==> src/logic/cci_pkg.sv <==
package cci_pkg;
    // Register byte offsets
    localparam logic [3:0] CTRL_OFF = 4'h0;
    localparam logic [3:0] STATUS_OFF = 4'h4;
    localparam logic [3:0] CLKSEL_OFF = 4'h8;
    localparam logic [3:0] CRCREF_OFF = 4'hC;
    // CTRL fields
    localparam int CTRL_CHK_EN = 0;
    localparam int CTRL_ERR_OUT_EN = 1;
    localparam int CTRL_FREEZE = 2;
    localparam int CTRL_BOOT = 3;
    localparam int CTRL_ERR_CLR = 4;
    // STATUS fields
    localparam int ST_ERR = 0;
    localparam int ST_CONFIGURED = 1;
    localparam int ST_GOLDEN = 2;
    localparam int ST_BUSY = 3;
    localparam int ST_FALLBACK = 4;
    localparam int ST_CRC_OK = 5;
    // Clock rates in kHz
    localparam int CLK_KHZ = 100000;
    localparam int POWERUP_KHZ = 3100;
    localparam int DEFAULT_KHZ = 2500;
    localparam int OSC_KHZ = 130000;
    // Half-period divide counts from the 100 MHz system clock
    localparam logic [15:0] POWERUP_DIV = 16'(CLK_KHZ / (2 * POWERUP_KHZ));
    localparam logic [15:0] DEFAULT_DIV = 16'(CLK_KHZ / (2 * DEFAULT_KHZ));
    // Configuration memory model size
    localparam int MEM_WORDS = 16;
    localparam logic [31:0] CRC_POLY = 32'h04C11DB7;
    localparam logic [31:0] CRC_INIT = 32'hFFFFFFFF;
    localparam logic [31:0] RESET_ZERO = 32'h00000000;
    typedef enum {CCI_IDLE, CCI_LOAD, CCI_CHECK, CCI_USER, CCI_FAIL} cci_state_t;
endpackage

==> src/logic/config_clock_and_integrity.sv <==
// Implementation choices: the register addresses and register access over Avalon-MM.
`timescale 1ns/10ps
module config_clock_and_integrity
(
    input wire logic clk,
    input wire logic reset_n,
    input wire logic oscClk,
    input wire logic [3:0] avs_address,
    input wire logic avs_read,
    input wire logic avs_write,
    input wire logic [31:0] avs_writedata,
    output logic [31:0] avs_readdata,
    output logic avs_waitrequest,
    input wire logic cfgValid,
    input wire logic [31:0] cfgData,
    input wire logic cfgLast,
    input wire logic [31:0] cfgCrc,
    input wire logic cfgVersionOk,
    output logic bootGolden,
    output logic bootStart,
    output logic masterConfigClock,
    output logic userOscClock,
    output logic ioFreeze,
    output logic softError
);
    logic [31:0] cfgMem [cci_pkg::MEM_WORDS];
    cci_pkg::cci_state_t state_ff;
    logic [31:0] ctrl_ff;
    logic [15:0] clkSel_ff;
    logic clkSelSeen_ff;
    logic [31:0] crcRef_ff;
    logic [31:0] loadCrc_ff;
    logic [3:0] loadIdx_ff;
    logic [3:0] sweepIdx_ff;
    logic [31:0] sweepCrc_ff;
    logic [15:0] divCnt_ff;
    logic [15:0] divLimit_ff;
    logic master_config_clock_ff;
    logic err_ff;
    logic configured_ff;
    logic golden_ff;
    logic fallback_ff;
    logic crcOk_ff;
    logic ackPending_ff;
    logic [31:0] rdata_ff;
    logic bootStart_ff;
    logic oscSel_ff;
    logic [31:0] nxt_sweepCrc;
    logic access;
    logic sweepOn;

    function automatic logic [31:0] crcStep(input logic [31:0] crc, input logic [31:0] data);
        logic [31:0] c;
        c = crc ^ data;
        for (int i = 0; i < 32; i++)
        begin
            c = c[31] ? ((c << 1) ^ cci_pkg::CRC_POLY) : (c << 1);
        end
        return c;
    endfunction

    assign access = (avs_read || avs_write) && !ackPending_ff;
    assign nxt_sweepCrc = crcStep(sweepCrc_ff, cfgMem[sweepIdx_ff]);
    assign sweepOn = state_ff == cci_pkg::CCI_USER && ctrl_ff[cci_pkg::CTRL_CHK_EN];

    // One wait cycle per access, answer on second edge
    always_ff @(posedge clk or negedge reset_n)
    begin
        if (!reset_n)
        begin
            ackPending_ff <= 1'b0;
            avs_waitrequest <= 1'b1;
        end
        else
        begin
            ackPending_ff <= access;
            avs_waitrequest <= !access;
        end
    end

    always_ff @(posedge clk or negedge reset_n)
    begin
        if (!reset_n)
        begin
            ctrl_ff <= cci_pkg::RESET_ZERO;
            crcRef_ff <= cci_pkg::RESET_ZERO;
        end
        else if (access && avs_write)
        begin
            if (avs_address == cci_pkg::CTRL_OFF)
            begin
                ctrl_ff <= avs_writedata;
            end
            else if (avs_address == cci_pkg::CRCREF_OFF)
            begin
                crcRef_ff <= avs_writedata;
            end
        end
        else
        begin
            // Boot request and error clear are self-clearing strobes
            ctrl_ff[cci_pkg::CTRL_BOOT] <= 1'b0;
            ctrl_ff[cci_pkg::CTRL_ERR_CLR] <= 1'b0;
        end
    end

    always_ff @(posedge clk or negedge reset_n)
    begin
        if (!reset_n)
        begin
            rdata_ff <= cci_pkg::RESET_ZERO;
        end
        else if (access && avs_read)
        begin
            if (avs_address == cci_pkg::CTRL_OFF)
            begin
                rdata_ff <= ctrl_ff;
            end
            else if (avs_address == cci_pkg::STATUS_OFF)
            begin
                rdata_ff <= {26'h0, crcOk_ff, fallback_ff, (state_ff == cci_pkg::CCI_LOAD),
                    golden_ff, configured_ff, err_ff};
            end
            else if (avs_address == cci_pkg::CLKSEL_OFF)
            begin
                rdata_ff <= {15'h0, clkSelSeen_ff, divLimit_ff};
            end
            else if (avs_address == cci_pkg::CRCREF_OFF)
            begin
                rdata_ff <= crcRef_ff;
            end
            else
            begin
                rdata_ff <= cci_pkg::RESET_ZERO;
            end
        end
    end
    assign avs_readdata = rdata_ff;

    // Load, check and boot sequencing
    always_ff @(posedge clk or negedge reset_n)
    begin
        if (!reset_n)
        begin
            state_ff <= cci_pkg::CCI_IDLE;
            loadCrc_ff <= cci_pkg::CRC_INIT;
            loadIdx_ff <= 4'h0;
            clkSelSeen_ff <= 1'b0;
            clkSel_ff <= 16'h0;
            configured_ff <= 1'b0;
            golden_ff <= 1'b0;
            fallback_ff <= 1'b0;
            crcOk_ff <= 1'b0;
            bootStart_ff <= 1'b0;
        end
        else
        begin
            bootStart_ff <= 1'b0;
            case (state_ff)
                cci_pkg::CCI_IDLE, cci_pkg::CCI_USER:
                begin
                    if (ctrl_ff[cci_pkg::CTRL_BOOT])
                    begin
                        state_ff <= cci_pkg::CCI_LOAD;
                        loadCrc_ff <= cci_pkg::CRC_INIT;
                        loadIdx_ff <= 4'h0;
                        clkSelSeen_ff <= 1'b0;
                        configured_ff <= 1'b0;
                        golden_ff <= 1'b0;
                        fallback_ff <= 1'b0;
                        bootStart_ff <= 1'b1;
                    end
                end
                cci_pkg::CCI_LOAD:
                begin
                    if (cfgValid)
                    begin
                        loadCrc_ff <= crcStep(loadCrc_ff, cfgData);
                        if (loadIdx_ff == 4'h0 && cfgData[31])
                        begin
                            clkSel_ff <= cfgData[15:0];
                            clkSelSeen_ff <= 1'b1;
                        end
                        loadIdx_ff <= loadIdx_ff + 4'h1;
                        if (cfgLast)
                        begin
                            state_ff <= cci_pkg::CCI_CHECK;
                        end
                    end
                end
                cci_pkg::CCI_CHECK:
                begin
                    crcOk_ff <= (loadCrc_ff == cfgCrc) && cfgVersionOk;
                    if ((loadCrc_ff == cfgCrc) && cfgVersionOk)
                    begin
                        state_ff <= cci_pkg::CCI_USER;
                        configured_ff <= 1'b1;
                    end
                    else if (!golden_ff)
                    begin
                        // Retry from golden image, no power cycle needed
                        golden_ff <= 1'b1;
                        fallback_ff <= 1'b1;
                        bootStart_ff <= 1'b1;
                        loadCrc_ff <= cci_pkg::CRC_INIT;
                        loadIdx_ff <= 4'h0;
                        clkSelSeen_ff <= 1'b0;
                        state_ff <= cci_pkg::CCI_LOAD;
                    end
                    else
                    begin
                        state_ff <= cci_pkg::CCI_FAIL;
                    end
                end
                default:
                begin
                    if (ctrl_ff[cci_pkg::CTRL_BOOT])
                    begin
                        state_ff <= cci_pkg::CCI_IDLE;
                    end
                end
            endcase
        end
    end
    assign bootGolden = golden_ff;
    assign bootStart = bootStart_ff;

    // Clock divider: 3.1 MHz from power-up until bitstream decides
    always_ff @(posedge clk or negedge reset_n)
    begin
        if (!reset_n)
        begin
            divLimit_ff <= cci_pkg::POWERUP_DIV;
        end
        else if (clkSelSeen_ff && clkSel_ff != 16'h0)
        begin
            divLimit_ff <= clkSel_ff;
        end
        else if (configured_ff && !clkSelSeen_ff)
        begin
            divLimit_ff <= cci_pkg::DEFAULT_DIV;
        end
    end

    // Never gated by state, so it keeps toggling in user mode
    always_ff @(posedge clk or negedge reset_n)
    begin
        if (!reset_n)
        begin
            divCnt_ff <= 16'h0;
            master_config_clock_ff <= 1'b0;
        end
        else if (divCnt_ff + 16'h1 >= divLimit_ff)
        begin
            divCnt_ff <= 16'h0;
            master_config_clock_ff <= !master_config_clock_ff;
        end
        else
        begin
            divCnt_ff <= divCnt_ff + 16'h1;
        end
    end
    assign masterConfigClock = master_config_clock_ff;

    // Every word is kept, clock selection included, so the sweep CRC equals the load CRC
    always_ff @(posedge clk)
    begin
        if (state_ff == cci_pkg::CCI_LOAD && cfgValid)
        begin
            cfgMem[loadIdx_ff] <= cfgData;
        end
    end
    // Select is registered but the gate is combinational, so a select change may glitch
    assign userOscClock = oscClk & oscSel_ff;

    // Background sweep over whole memory, compare per pass
    always_ff @(posedge clk or negedge reset_n)
    begin
        if (!reset_n)
        begin
            sweepIdx_ff <= 4'h0;
            sweepCrc_ff <= cci_pkg::CRC_INIT;
            err_ff <= 1'b0;
        end
        else
        begin
            if (sweepOn && sweepIdx_ff != 4'(cci_pkg::MEM_WORDS - 1))
            begin
                sweepIdx_ff <= sweepIdx_ff + 4'h1;
                sweepCrc_ff <= nxt_sweepCrc;
            end
            else
            begin
                sweepIdx_ff <= 4'h0;
                sweepCrc_ff <= cci_pkg::CRC_INIT;
            end
            // Set wins over clear
            if (sweepOn && sweepIdx_ff == 4'(cci_pkg::MEM_WORDS - 1) && nxt_sweepCrc != crcRef_ff)
            begin
                err_ff <= 1'b1;
            end
            else if (ctrl_ff[cci_pkg::CTRL_ERR_CLR])
            begin
                err_ff <= 1'b0;
            end
        end
    end

    always_ff @(posedge clk or negedge reset_n)
    begin
        if (!reset_n)
        begin
            softError <= 1'b0;
            ioFreeze <= 1'b0;
            oscSel_ff <= 1'b0;
        end
        else
        begin
            oscSel_ff <= configured_ff;
            softError <= err_ff && ctrl_ff[cci_pkg::CTRL_ERR_OUT_EN];
            ioFreeze <= ctrl_ff[cci_pkg::CTRL_FREEZE] && state_ff != cci_pkg::CCI_USER;
        end
    end
endmodule // config_clock_and_integrity

==> config.mk <==
export PLATFORM = sky130hd
export DESIGN_NAME = config_clock_and_integrity
export DESIGN_NICKNAME = d
export VERILOG_FILES = /design/src/logic/cci_pkg.sv /design/src/logic/config_clock_and_integrity.sv
export SDC_FILE = /design/constraint.sdc
export NUM_CORES = 1
export LEC_CHECK = 0
export BUFFER_PORTS_ARGS = -buffer_cell sky130_fd_sc_hd__buf_2
export CAP_MARGIN = 20
export CORE_MARGIN = 3
export CORE_UTILIZATION = 67
export DETAILED_ROUTE_END_ITERATION = 8
export PLACE_DENSITY = 0.86
export SYNTH_ARGS = -nofsm -noshare
export SYNTH_HDL_FRONTEND = slang
export SYNTH_SLANG_ARGS = --single-unit
==> constraint.sdc <==
create_clock -name clk -period 8.3 [get_ports clk]
set_clock_uncertainty 0.15 [all_clocks]
set_input_delay 2.49 -clock clk [delete_from_list [all_inputs] [get_ports clk]]
set_output_delay 2.49 -clock clk [all_outputs]
set_load 0.01 [all_outputs]
# Word level (Yosys, flattened, before mapping)
# Memories as Yosys holds them, arrays and structs flattened.
# Index checks and enable logic that the tools add are counted.
dict set report totals {
  ram_bits 512
  memories 1
  out_inout_bits 39
  regBits 261
  in_bits 108
  word_cells 270
}
# name depth word_bits read_ports rd_clocked_by_memory_dff write_ports line
set mem_list {}
lappend mem_list {cfgMem 16 32 1 0 1 config_clock_and_integrity.sv:26} ;# logic [31:0] cfgMem [cci_pkg::MEM_WORDS];
dict set report classes {
  n_reduce_logical 38
  n_lt_le_gt_ge 1
  n_eq_ne 21
  n_bitwise 68
  mux 113
  n_addsub 3
}
# cell count
set op_table {}
lappend op_table {{$mux 27} 64}
lappend op_table {{$not 14->14} 64}
lappend op_table {{$mux 32} 13}
lappend op_table {{$pmux 32 s3} 2}
lappend op_table {{$eq 32x2->1 const B} 3}
lappend op_table {{$xor 32x32->32} 2}
lappend op_table {{$mux 16} 3}
lappend op_table {{$eq 32x1->1 const B} 1}
lappend op_table {{$eq 32x3->1 const B} 1}
lappend op_table {{$eq 32x32->1} 1}
lappend op_table {{$logic_not 32->1} 1}
lappend op_table {{$ne 32x3->1 const B} 1}
lappend op_table {{$ne 32x32->1} 1}
lappend op_table {{$mux 4} 5}
lappend op_table {{$add 16x1->16 const B} 1}
lappend op_table {{$ge 16x16->1} 1}
lappend op_table {{$mux 1} 16}
lappend op_table {{$reduce_bool 16->1} 1}
lappend op_table {{$logic_and 1x1->1} 14}
lappend op_table {{$ne 2x2->1 const B} 7}
lappend op_table {{$eq 4x4->1 const B} 3}
lappend op_table {{$pmux 4 s3} 1}
lappend op_table {{$reduce_and 3->1} 4}
lappend op_table {{$add 4x1->4 const B} 2}
lappend op_table {{other kinds (20)} 32}

# Depth between registers and ports, before layout
# Gate-level depths: netlist of the first run.
# An unclocked memory read counts as a cell.
dict set report logic_depth {
  ltp_word 69
  ltp_mapped 24
  ltp_nobuf 16
}

# Worst setup path before layout of the first run
# Ideal clock, no wire load.
dict set report synth_timing {
  path_kind {input to register}
  start {input port cfgData[31]}
  end {register loadCrc_ff[8]}
  arrival_ns 6.458
  path_buffers 0
  t_required_ns 8.057
  setup_time_ns 0.093
  slack_ns 1.599
  path_stages 13
  cell_sequence {xnor2_1 -> xor2_1 -> xor2_1 -> xnor2_1 -> xnor2_1 -> xnor2_1 -> xnor2_1 -> xnor2_1 -> xnor2_1 -> xnor2_1 -> xor2_1 -> xnor2_1 -> a21oi_1}
}
dict set report synth_via {
  elab_chain_len 42
  elab_cells_between_ends 63
  classes_between {mux (34); bitwise (29)}
}
# element line
set synth_rtl {}
lappend synth_rtl {{start: declaration} config_clock_and_integrity.sv:15} ;# input wire logic [31:0] cfgData,
lappend synth_rtl {{$xor 32x32->32 (*)} config_clock_and_integrity.sv:54} ;# c = crc ^ data;
lappend synth_rtl {{$mux 27 (*)} config_clock_and_integrity.sv:57} ;# c = c[31] ? ((c << 1) ^ cci_pkg::CRC_POLY) : (c << 1);
lappend synth_rtl {{$mux 27 or $not 14->14 (tied branches)} -}
lappend synth_rtl {{$not 14->14 (no line) or $mux 27 (tied branches)} -}
lappend synth_rtl {{$mux 27} config_clock_and_integrity.sv:57}
lappend synth_rtl {{$not 14->14 (no line)} -}
lappend synth_rtl {{$mux 27} config_clock_and_integrity.sv:57}
lappend synth_rtl {{$not 14->14 (no line) or $mux 27 (tied branches)} -}
lappend synth_rtl {{[26 not listed]} -}
lappend synth_rtl {{$mux 27} config_clock_and_integrity.sv:57}
lappend synth_rtl {{$mux 27 or $not 14->14 (tied branches)} -}
lappend synth_rtl {{$not 14->14 (no line) or $mux 27 (tied branches)} -}
lappend synth_rtl {{$mux 27 or $not 14->14 (tied branches)} -}
lappend synth_rtl {{$not 14->14 (no line) or $mux 27 (tied branches)} -}
lappend synth_rtl {{$mux 27 (*)} config_clock_and_integrity.sv:57}
lappend synth_rtl {{$mux 32 (*)} config_clock_and_integrity.sv:176} ;# if (cfgValid)
lappend synth_rtl {{$pmux 32 s3 (*)} config_clock_and_integrity.sv:159} ;# case (state_ff)
lappend synth_rtl {{end signal: assignment} config_clock_and_integrity.sv:165} ;# loadCrc_ff <= cci_pkg::CRC_INIT;
lappend synth_rtl {{end signal: assignment} config_clock_and_integrity.sv:178} ;# loadCrc_ff <= crcStep(loadCrc_ff, cfgData);
lappend synth_rtl {{end signal: assignment} config_clock_and_integrity.sv:205} ;# loadCrc_ff <= cci_pkg::CRC_INIT;
lappend synth_rtl {{end: declaration} config_clock_and_integrity.sv:32} ;# logic [31:0] loadCrc_ff;
# Every way passes the cells marked *; elsewhere a longest branch is shown, timed or not. The select of a mux whose other input is x is not followed.
# A chain may end at the register's enable or synchronous reset.

# Worst setup path after layout of the first run
dict set report layout_timing {
  start {register sweepIdx_ff[1]}
  end {register err_ff}
}
dict set report layout_via {
  elab_chain_len 45
  elab_cells_between_ends 72
  classes_between {eq/ne (2); mux (33); bitwise (33); reduce/logical (3); memory (1)}
}
# element line
set layout_rtl {}
lappend layout_rtl {{start: declaration} config_clock_and_integrity.sv:34} ;# logic [3:0] sweepIdx_ff;
lappend layout_rtl {{start signal: assignment} config_clock_and_integrity.sv:289} ;# sweepIdx_ff <= sweepIdx_ff + 4'h1;
lappend layout_rtl {{$mem_v2 16x32} -}
lappend layout_rtl {{$xor 32x32->32} config_clock_and_integrity.sv:54}
lappend layout_rtl {{$not 14->14 (no line) or $mux 27 (tied branches)} -}
lappend layout_rtl {{$mux 27 or $not 14->14 (tied branches) (2 in series)} -}
lappend layout_rtl {{$not 14->14 (no line) or $mux 27 (tied branches)} -}
lappend layout_rtl {{$mux 27 or $not 14->14 (tied branches)} -}
lappend layout_rtl {{$not 14->14 (no line) or $mux 27 (tied branches)} -}
lappend layout_rtl {{$mux 27 or $not 14->14 (tied branches) (2 in series)} -}
lappend layout_rtl {{[24 not listed]} -}
lappend layout_rtl {{$mux 27 or $not 14->14 (tied branches) (3 in series)} -}
lappend layout_rtl {{$not 14->14 (no line) or $mux 27 (tied branches)} -}
lappend layout_rtl {{$mux 27 or $not 14->14 (tied branches) (2 in series)} -}
lappend layout_rtl {{$not 14->14 (no line) or $mux 27 (tied branches)} -}
lappend layout_rtl {{$mux 27} config_clock_and_integrity.sv:57}
lappend layout_rtl {{$ne 32x32->1} config_clock_and_integrity.sv:298} ;# if (sweepOn && sweepIdx_ff == 4'(cci_pkg::MEM_WORDS - 1) && nxt_sweepCrc != crcRef_ff)
lappend layout_rtl {{$logic_and 1x1->1 (*)} config_clock_and_integrity.sv:298}
lappend layout_rtl {{$mux 1 or $reduce_bool 2->1 (tied branches)} -}
lappend layout_rtl {{end signal: assignment} config_clock_and_integrity.sv:283} ;# err_ff <= 1'b0;
lappend layout_rtl {{end signal: assignment} config_clock_and_integrity.sv:300} ;# err_ff <= 1'b1;
lappend layout_rtl {{end signal: assignment} config_clock_and_integrity.sv:304} ;# err_ff <= 1'b0;
lappend layout_rtl {{end: declaration} config_clock_and_integrity.sv:39} ;# logic err_ff;
# Every way passes the cells marked *; elsewhere a longest branch is shown, timed or not.

==> key figures, run 1 <==
Detailed routing
  – DRC: 0
  – First-pass detailed-route iteration total: 5
  – Total wire length: between 100 and 150 mm
  – Initial DRC count: approximately 2900
  – Antenna Violating Nets Remaining: 0
  – Post-DR wirelength/cell: about 30 um
  – Vias per inst: 6.54
  – Vias: about 22000

Global routing
  – Gr usage total: between 30% and 40%
  – GRT overflow: 0
  – Vias in the first global route: about 23000
  – Largest net degree at the start of global routing: 114
  – Antenna violations before repair: 4
  – First-pass GRT wire length: 149 mm

Logic synthesis
  – EDFF count, synth: roughly 510
  – Seq/Total Area, Yosys: between 50% and 60%
  – Synth unique cells: 70
  – #FFs+latches synth: between 700 and 800
  – Synth Net Count: 2570
  – Main synth FF type: edfxtp_1
  – Cell count after synthesis: roughly 2400
  – Synth async-reset ratio: between 30% and 40%
  – Avg Cell Area, Syn: 14.9 um2
  – Post-synthesis cell area: approximately 0.036 mm2
  – Synth Warn #: 0

Critical path
  – WP data arrival: between 7 and 8 ns
  – R2r setup slk: between 1 and 1.5 ns
  – Setup CP Type: reg2reg
  – Worst reg2reg path startpoint: sweepIdx_ff[1]
  – Critical path capture point type: register
  – Crit-path max FO: between 40 and 50
  – Worst-case reg-to-reg path depth: 15
  – R2R Path End: err_ff
  – CP startpoint kind: register
  – Critical Path RT: about 8.6 ns

Hold path
  – WHS Endpoint: avs_readdata[25]
  – Hold path cells: 2
  – Hold_sp: avs_readdata[25]
  – Worst min-delay path class: reg2reg

Place
  – Post-DP Area: around 0.038 mm2
  – Port Buf Inserts: 146
  – HPWL after DPL: roughly 63 mm
  – Routability cong.: roughly 0.9

Die
  – Starting Density: 68.5%
  – Width of the die: ~240 um
  – IO Count: around 150
  – Core area: 0.0531 mm2
  – Die area: roughly 0.057 mm2
  – Chip height: 239 um
  – Site Rows: 84

CTS
  – H-tree level count: 3
  – # resized after CTS: 0
  – Clock root buffer: clkbuf_16
  – Total CTS buffers: 75
  – Clock sink total: roughly 740
  – Clock latency on the worst-skew pair: about 0.63 ns
  – CTS max path bufs: 3
  – Clk pin slew, worst setup/hold paths: about 0.070 ns
  – CTS tree: done
  – # hold bufs at CTS: 0
  – Post-CTS setup buffers: 0

Layout
  – Commonest non-fill, non-tap cell in the layout: edfxtp_1
  – Commonest cells after routing, fill and taps aside: edfxtp_1, xnor2_1, dfrtp_1
  – Nets: 2763
  – Final Cell Area: just over 0.04 mm2
  – Layout cell share with drive strength beyond 1: roughly a quarter
  – Area Growth Syn to Fin: 11.8%

Timing
  – Slew Limit Headroom: about a third
  – Worst-Margin Slew: around 1.0 ns
  – Slew Limit Fails: 0
  – Hold slack: 0.325 ns
  – Tmin final: around 7 ns
  – Final Hold Viols: 0
  – Unrepaired setup endpoints after global routing: no
  – Setup violators final: 0
  – Fin Setup TNS: 0 ns
  – Fmax achieved: 142 MHz
  – Period utilization: a little over four fifths

Run status
  – Status: complete, no violations

Flow run
  – Max-Cap Viols: 0
cell families after synthesis:
group           Yosys count  synth area share (%)
compound gates          264                  5.01
buf+inv                 130                  2.00
xor+xnor                652                  18.4
simple gates            319                  4.12
flops                   744                  58.5
fa+ha+maj                22                 0.758
mux                     309                  11.3
area by class of cell:
| class | count | area, um2 |
|---|---|---|
| antenna | 1 | 2.50 |
| clock inverter | 38 | 598 |
| inverter | 34 | 128 |
| clock buffer | 99 | 2010 |
| tap | 688 | 861 |
| timing repair buffer | 212 | 1310 |
| multi-input combinational | 1566 | 14400 |
| sequential | 744 | 21300 |
| fill | 2940 | 12500 |
through the flow:
stage / cells / setup slack (ns) / utilization, %
floorplan: 2440 / 1.60 / -
global placement: 3238 / 1.09 / 71.4
detailed placement: 3238 / 1.08 / 71.4
CTS: 3375 / 1.43 / 76.3
global route: 3381 / 1.05 / 76.5
finish: 3382 / 1.25 / 76.5
cells in the mapped netlist, drive strengths merged (6+ instances only):
| cell type | count | area share [%] |
|---|---|---|
| a221oi | 25 | 0.64 |
| nand2b | 14 | 0.24 |
| nand3 | 19 | 0.26 |
| nor3 | 12 | 0.17 |
| dfrtp | 166 | 11 |
| a2111oi | 7 | 0.24 |
| xor2 | 167 | 4.3 |
| buf | 49 | 1.2 |
| nor4 | 8 | 0.14 |
| mux2i | 125 | 3.4 |
| a22oi | 37 | 0.76 |
| nor2 | 67 | 0.70 |
| a211oi | 9 | 0.19 |
| mux2 | 116 | 3.6 |
| and3 | 17 | 0.29 |
| xnor2 | 450 | 12 |
| edfxtp | 512 | 42 |
| nand2 | 121 | 1.2 |
| a21oi | 52 | 0.73 |
| o31ai | 15 | 0.31 |
| clkbuf | 47 | 0.49 |
| dfstp | 66 | 4.8 |
| nor2b | 32 | 0.55 |
| and2 | 6 | 0.10 |
| xnor3 | 29 | 1.8 |
| o22ai | 13 | 0.22 |
| inv | 34 | 0.35 |
| o21ai | 60 | 0.84 |
| mux4 | 68 | 4.2 |
| ha | 22 | 0.76 |
| a22o | 22 | 0.53 |
| xor3 | 6 | 0.40 |
| nand4 | 12 | 0.21 |
worst max path at each step:
| stage | cells past startpoint | slack [ns] | end | from |
|---|---|---|---|---|
| 2_1_floorplan | 13 | 1.60 | loadCrc_ff[8] | cfgData[31] |
| 3_3_place_gp | 16 | 1.09 | loadCrc_ff[12] | cfgData[31] |
| 3_5_place_dp | 12 | 1.08 | loadCrc_ff[2] | cfgData[30] |
| 4_1_cts | 15 | 1.43 | err_ff | sweepIdx_ff[1] |
| 5_1_grt | 18 | 1.05 | err_ff | sweepIdx_ff[1] |
| 6_report | 15 | 1.25 | err_ff | sweepIdx_ff[1] |
state kept, by name, indices dropped and copies added, names as in the netlist, 3 cells and up:
| name | flops |
|---|---|
| state_ff | 3 |
| loadCrc_ff | 32 |
| sweepCrc_ff | 32 |
| sweepIdx_ff | 4 |
| cfgMem | 512 |
| clkSel_ff | 16 |
| divCnt_ff | 16 |
| loadIdx_ff | 4 |
| divLimit_ff | 16 |
| crcRef_ff | 32 |
| avs_readdata | 32 |
| ctrl_ff | 32 |
critical path, stage by stage (launching register included):
cell	delay, ns
dfrtp_4	0.91
and2_1	0.78
a221oi_1	0.24
mux2i_1	0.71
xnor2_4	0.28
xor2_1	0.39
xnor3_1	0.57
xnor2_2	0.39
xnor3_2	0.64
xnor3_1	0.47
xor2_1	0.34
xnor2_1	0.19
mux2i_1	0.22
o2111ai_1	0.13
nor3_1	0.28
a41oi_1	0.14
layer usage:
| layer | global-route usage (%) | up-vias | part of all wire, % |
|---|---|---|---|
| met5 | 0 | - | 0.0089 |
| met4 | 18.0 | 2 | 5.3 |
| met3 | 6.82 | 303 | 10 |
| met2 | 56.2 | 1467 | 48 |
| met1 | 48.8 | 11100 | 37 |
| li1 | - | 9286 | - |
Power of run 1 is not shown: default switching activity piles up to over one toggle a cycle in this logic, so the estimate is an artifact.
==> inputs of run 2 (changes only) <==
CORE_UTILIZATION = 56   (was 67)
PLACE_DENSITY = 0.76   (was 0.86)
clock period = 6.45 ns   (was 8.3 ns; I/O delays follow)
==> key figures, run 2 (synthesis gave the netlist of run 1 again) <==
Hold path
  – Hold path cells: 1 (was 2)
  – Worst min-delay path class: reg2reg (unchanged)

Critical path
  – Crit-path max FO: 38 (was 49)
  – Setup CP Type: reg2reg (unchanged)
  – CP endpoint: err_ff (unchanged)
  – Crit-path max cell delay: 0.81 ns (was 0.91 ns)
  – WP data arrival: 6.41 ns (was 7.37 ns)
  – Crit-path leading delay family: XOR/XNOR gates (unchanged)
  – Max stage delay cell, worst path: dfrtp_4 (unchanged)
  – CP startpoint kind: register (unchanged)
  – CP Cell Sequence: buf_12 > mux2i_1 > a22o_1 > a2111oi_0 > a21oi_1 > xnor2_2 > xor2_2 > xnor3_1 > xor3_2 > xnor2_4 > xnor2_1 > xor2_1 > xnor2_2 > xnor2_1 > nor4_1 > a41oi_1 (was and2_1 > a221oi_1 > mux2i_1 > xnor2_4 > xor2_1 > xnor3_1 > xnor2_2 > xnor3_2 > xnor3_1 > xor2_1 > xnor2_1 > mux2i_1 > o2111ai_1 > nor3_1 > a41oi_1)
  – Worst Path Buf+Inv: 1 (was 0)
  – Worst-case reg-to-reg path depth: 16 (was 15)
  – Worst setup startpoint: sweepIdx_ff[1] (unchanged)
  – Worst reg2reg path startpoint: sweepIdx_ff[1] (unchanged)
  – Critical path capture point type: register (unchanged)
  – Number of cells on the critical path: 16 (was 15)
  – Critical Path RT: 6.78 ns (was 8.62 ns)
  – R2r setup slk: 0.37 ns (was 1.25 ns)
  – R2R Path End: err_ff (unchanged)

Layout
  – Commonest non-fill, non-tap cell in the layout: edfxtp_1 (unchanged)
  – Commonest cells after routing, fill and taps aside: edfxtp_1, xnor2_1, dfrtp_1 (unchanged)
  – Layout cell share with drive strength beyond 1: 26.3% (was 24.1%)
  – Nets: 2848 (was 2763)
  – Max FFs per register: 512 (unchanged)
  – Area Growth Syn to Fin: 13.8% (was 11.8%)
  – Multi-input gate area: 0.0144 mm2 (unchanged)
  – Fin cells: 3626 (was 3382)
  – FF+latch area: 0.0213 mm2 (about the same)
  – Fillers: 4467 (was 2940)
  – Most flops, register: cfgMem (unchanged)

Place
  – Routability cong.: 0.954 (was 0.905)
  – Placed Cells: 3483 (was 3238)
  – HPWL after DPL: 63.7 mm (was 63.3 mm)
  – Port Buf Inserts: 146 (unchanged)

Detailed routing
  – Total wire length: 95.0 mm (was 101 mm)
  – First-pass detailed-route iteration total: 6 (was 5)
  – Initial DRC count: 2296 (was 2923)
  – Post-DR wirelength/cell: 26.2 um (was 29.9 um)
  – DRC: 0 (unchanged)
  – Vias per inst: 5.98 (was 6.54)
  – Vias: 21700 (was 22100)
  – Antenna Violating Nets Remaining: 0 (unchanged)

Global routing
  – Vias in the first global route: 22400 (was 23000)
  – GRT overflow: 0 (unchanged)
  – Antenna violations before repair: 2 (was 4)
  – First-pass GRT wire length: 143 mm (was 149 mm)
  – Gr usage total: 28.4% (was 35.8%)
  – Largest net degree at the start of global routing: 92 (was 114)

Run status
  – Status: complete, no violations (unchanged)

CTS
  – Clock root buffer: clkbuf_16 (unchanged)
  – H-tree level count: 3 (unchanged)
  – Clock latency on the worst-skew pair: 0.64 ns (was 0.63 ns)
  – Clock sink total: 744 (unchanged)
  – Clk pin slew, worst setup/hold paths: 0.06 ns (was 0.07 ns)
  – CTS max path bufs: 3 (unchanged)
  – Post-CTS setup buffers: 0 (unchanged)
  – # resized after CTS: 0 (unchanged)
  – Total CTS buffers: 76 (was 75)
  – # hold bufs at CTS: 0 (unchanged)
  – CTS tree: done (unchanged)

Die
  – Starting Density: 57.1% (was 68.5%)
  – Chip height: 261 um (was 239 um)
  – Die area: 0.0680 mm2 (was 0.0571 mm2)
  – Width of the die: 261 um (was 239 um)
  – IO Count: 147 (unchanged)
  – Site Rows: 92 (was 84)
  – Core area: 0.0637 mm2 (was 0.0531 mm2)

Timing
  – Slew Limit Headroom: 32.0% (was 32.3%)
  – Tmin final: 6.08 ns (was 7.05 ns)
  – Final Hold Viols: 0 (unchanged)
  – Unrepaired setup endpoints after global routing: no (unchanged)
  – Fin Setup TNS: 0 ns (unchanged)
  – Period utilization: 94.2% (was 84.9%)
  – Slew Limit Fails: 0 (unchanged)
  – Setup violators final: 0 (unchanged)
  – Worst-Margin Slew: 1.02 ns (was 1.01 ns)
  – Fmax achieved: 165 MHz (was 142 MHz)

Flow run
  – Max-Cap Viols: 0 (unchanged)
## run 2: changes by cell type in the layout (fill, tap and decap cells not counted), sizes merged
cell	before	now
clkbuf	99	101
clkinvlp	4	3
clkinv	18	22
inv	36	40
buf	212	296
bufinv	14	7
## run 2: through the flow
stage               util, %  area, um2  setup slack [ns]  hold WS, ns
floorplan                 -      36300             0.304        0.219
global placement       61.0      38800             0.160        0.306
detailed placement     61.0      38800             0.161        0.314
CTS                    64.9      41300             0.378        0.322
global route           64.9      41300            0.0688        0.331
finish                 64.9      41300             0.371        0.319
## run 2: layout make-up
class,count,share of cell area (%)
clock buffers,101,4.92
diodes,1,0.00605
inverters,34,0.309
flip-flops and latches,744,51.5
multi-input cells,1566,34.9
clock inverters,38,1.03
repair buffers,296,4.79
well taps,846,2.56
## run 2: worst min path at each step
stage,start,endpoint,slack (ns)
finish,masterConfigClock,masterConfigClock,0.32
global route,masterConfigClock,masterConfigClock,0.33
CTS,masterConfigClock,masterConfigClock,0.32
detailed placement,masterConfigClock,masterConfigClock,0.31
global placement,avs_readdata[24],avs_readdata[24],0.31
floorplan,configured_ff,oscSel_ff,0.22
## run 2: metal layers
layer	GRT usage [%]	share of wire, %
met5	0	0
met4	11.1	3.9
met3	4.63	7.9
met2	45.6	48
met1	39.2	40
Power of run 2 is left out for the same reason.
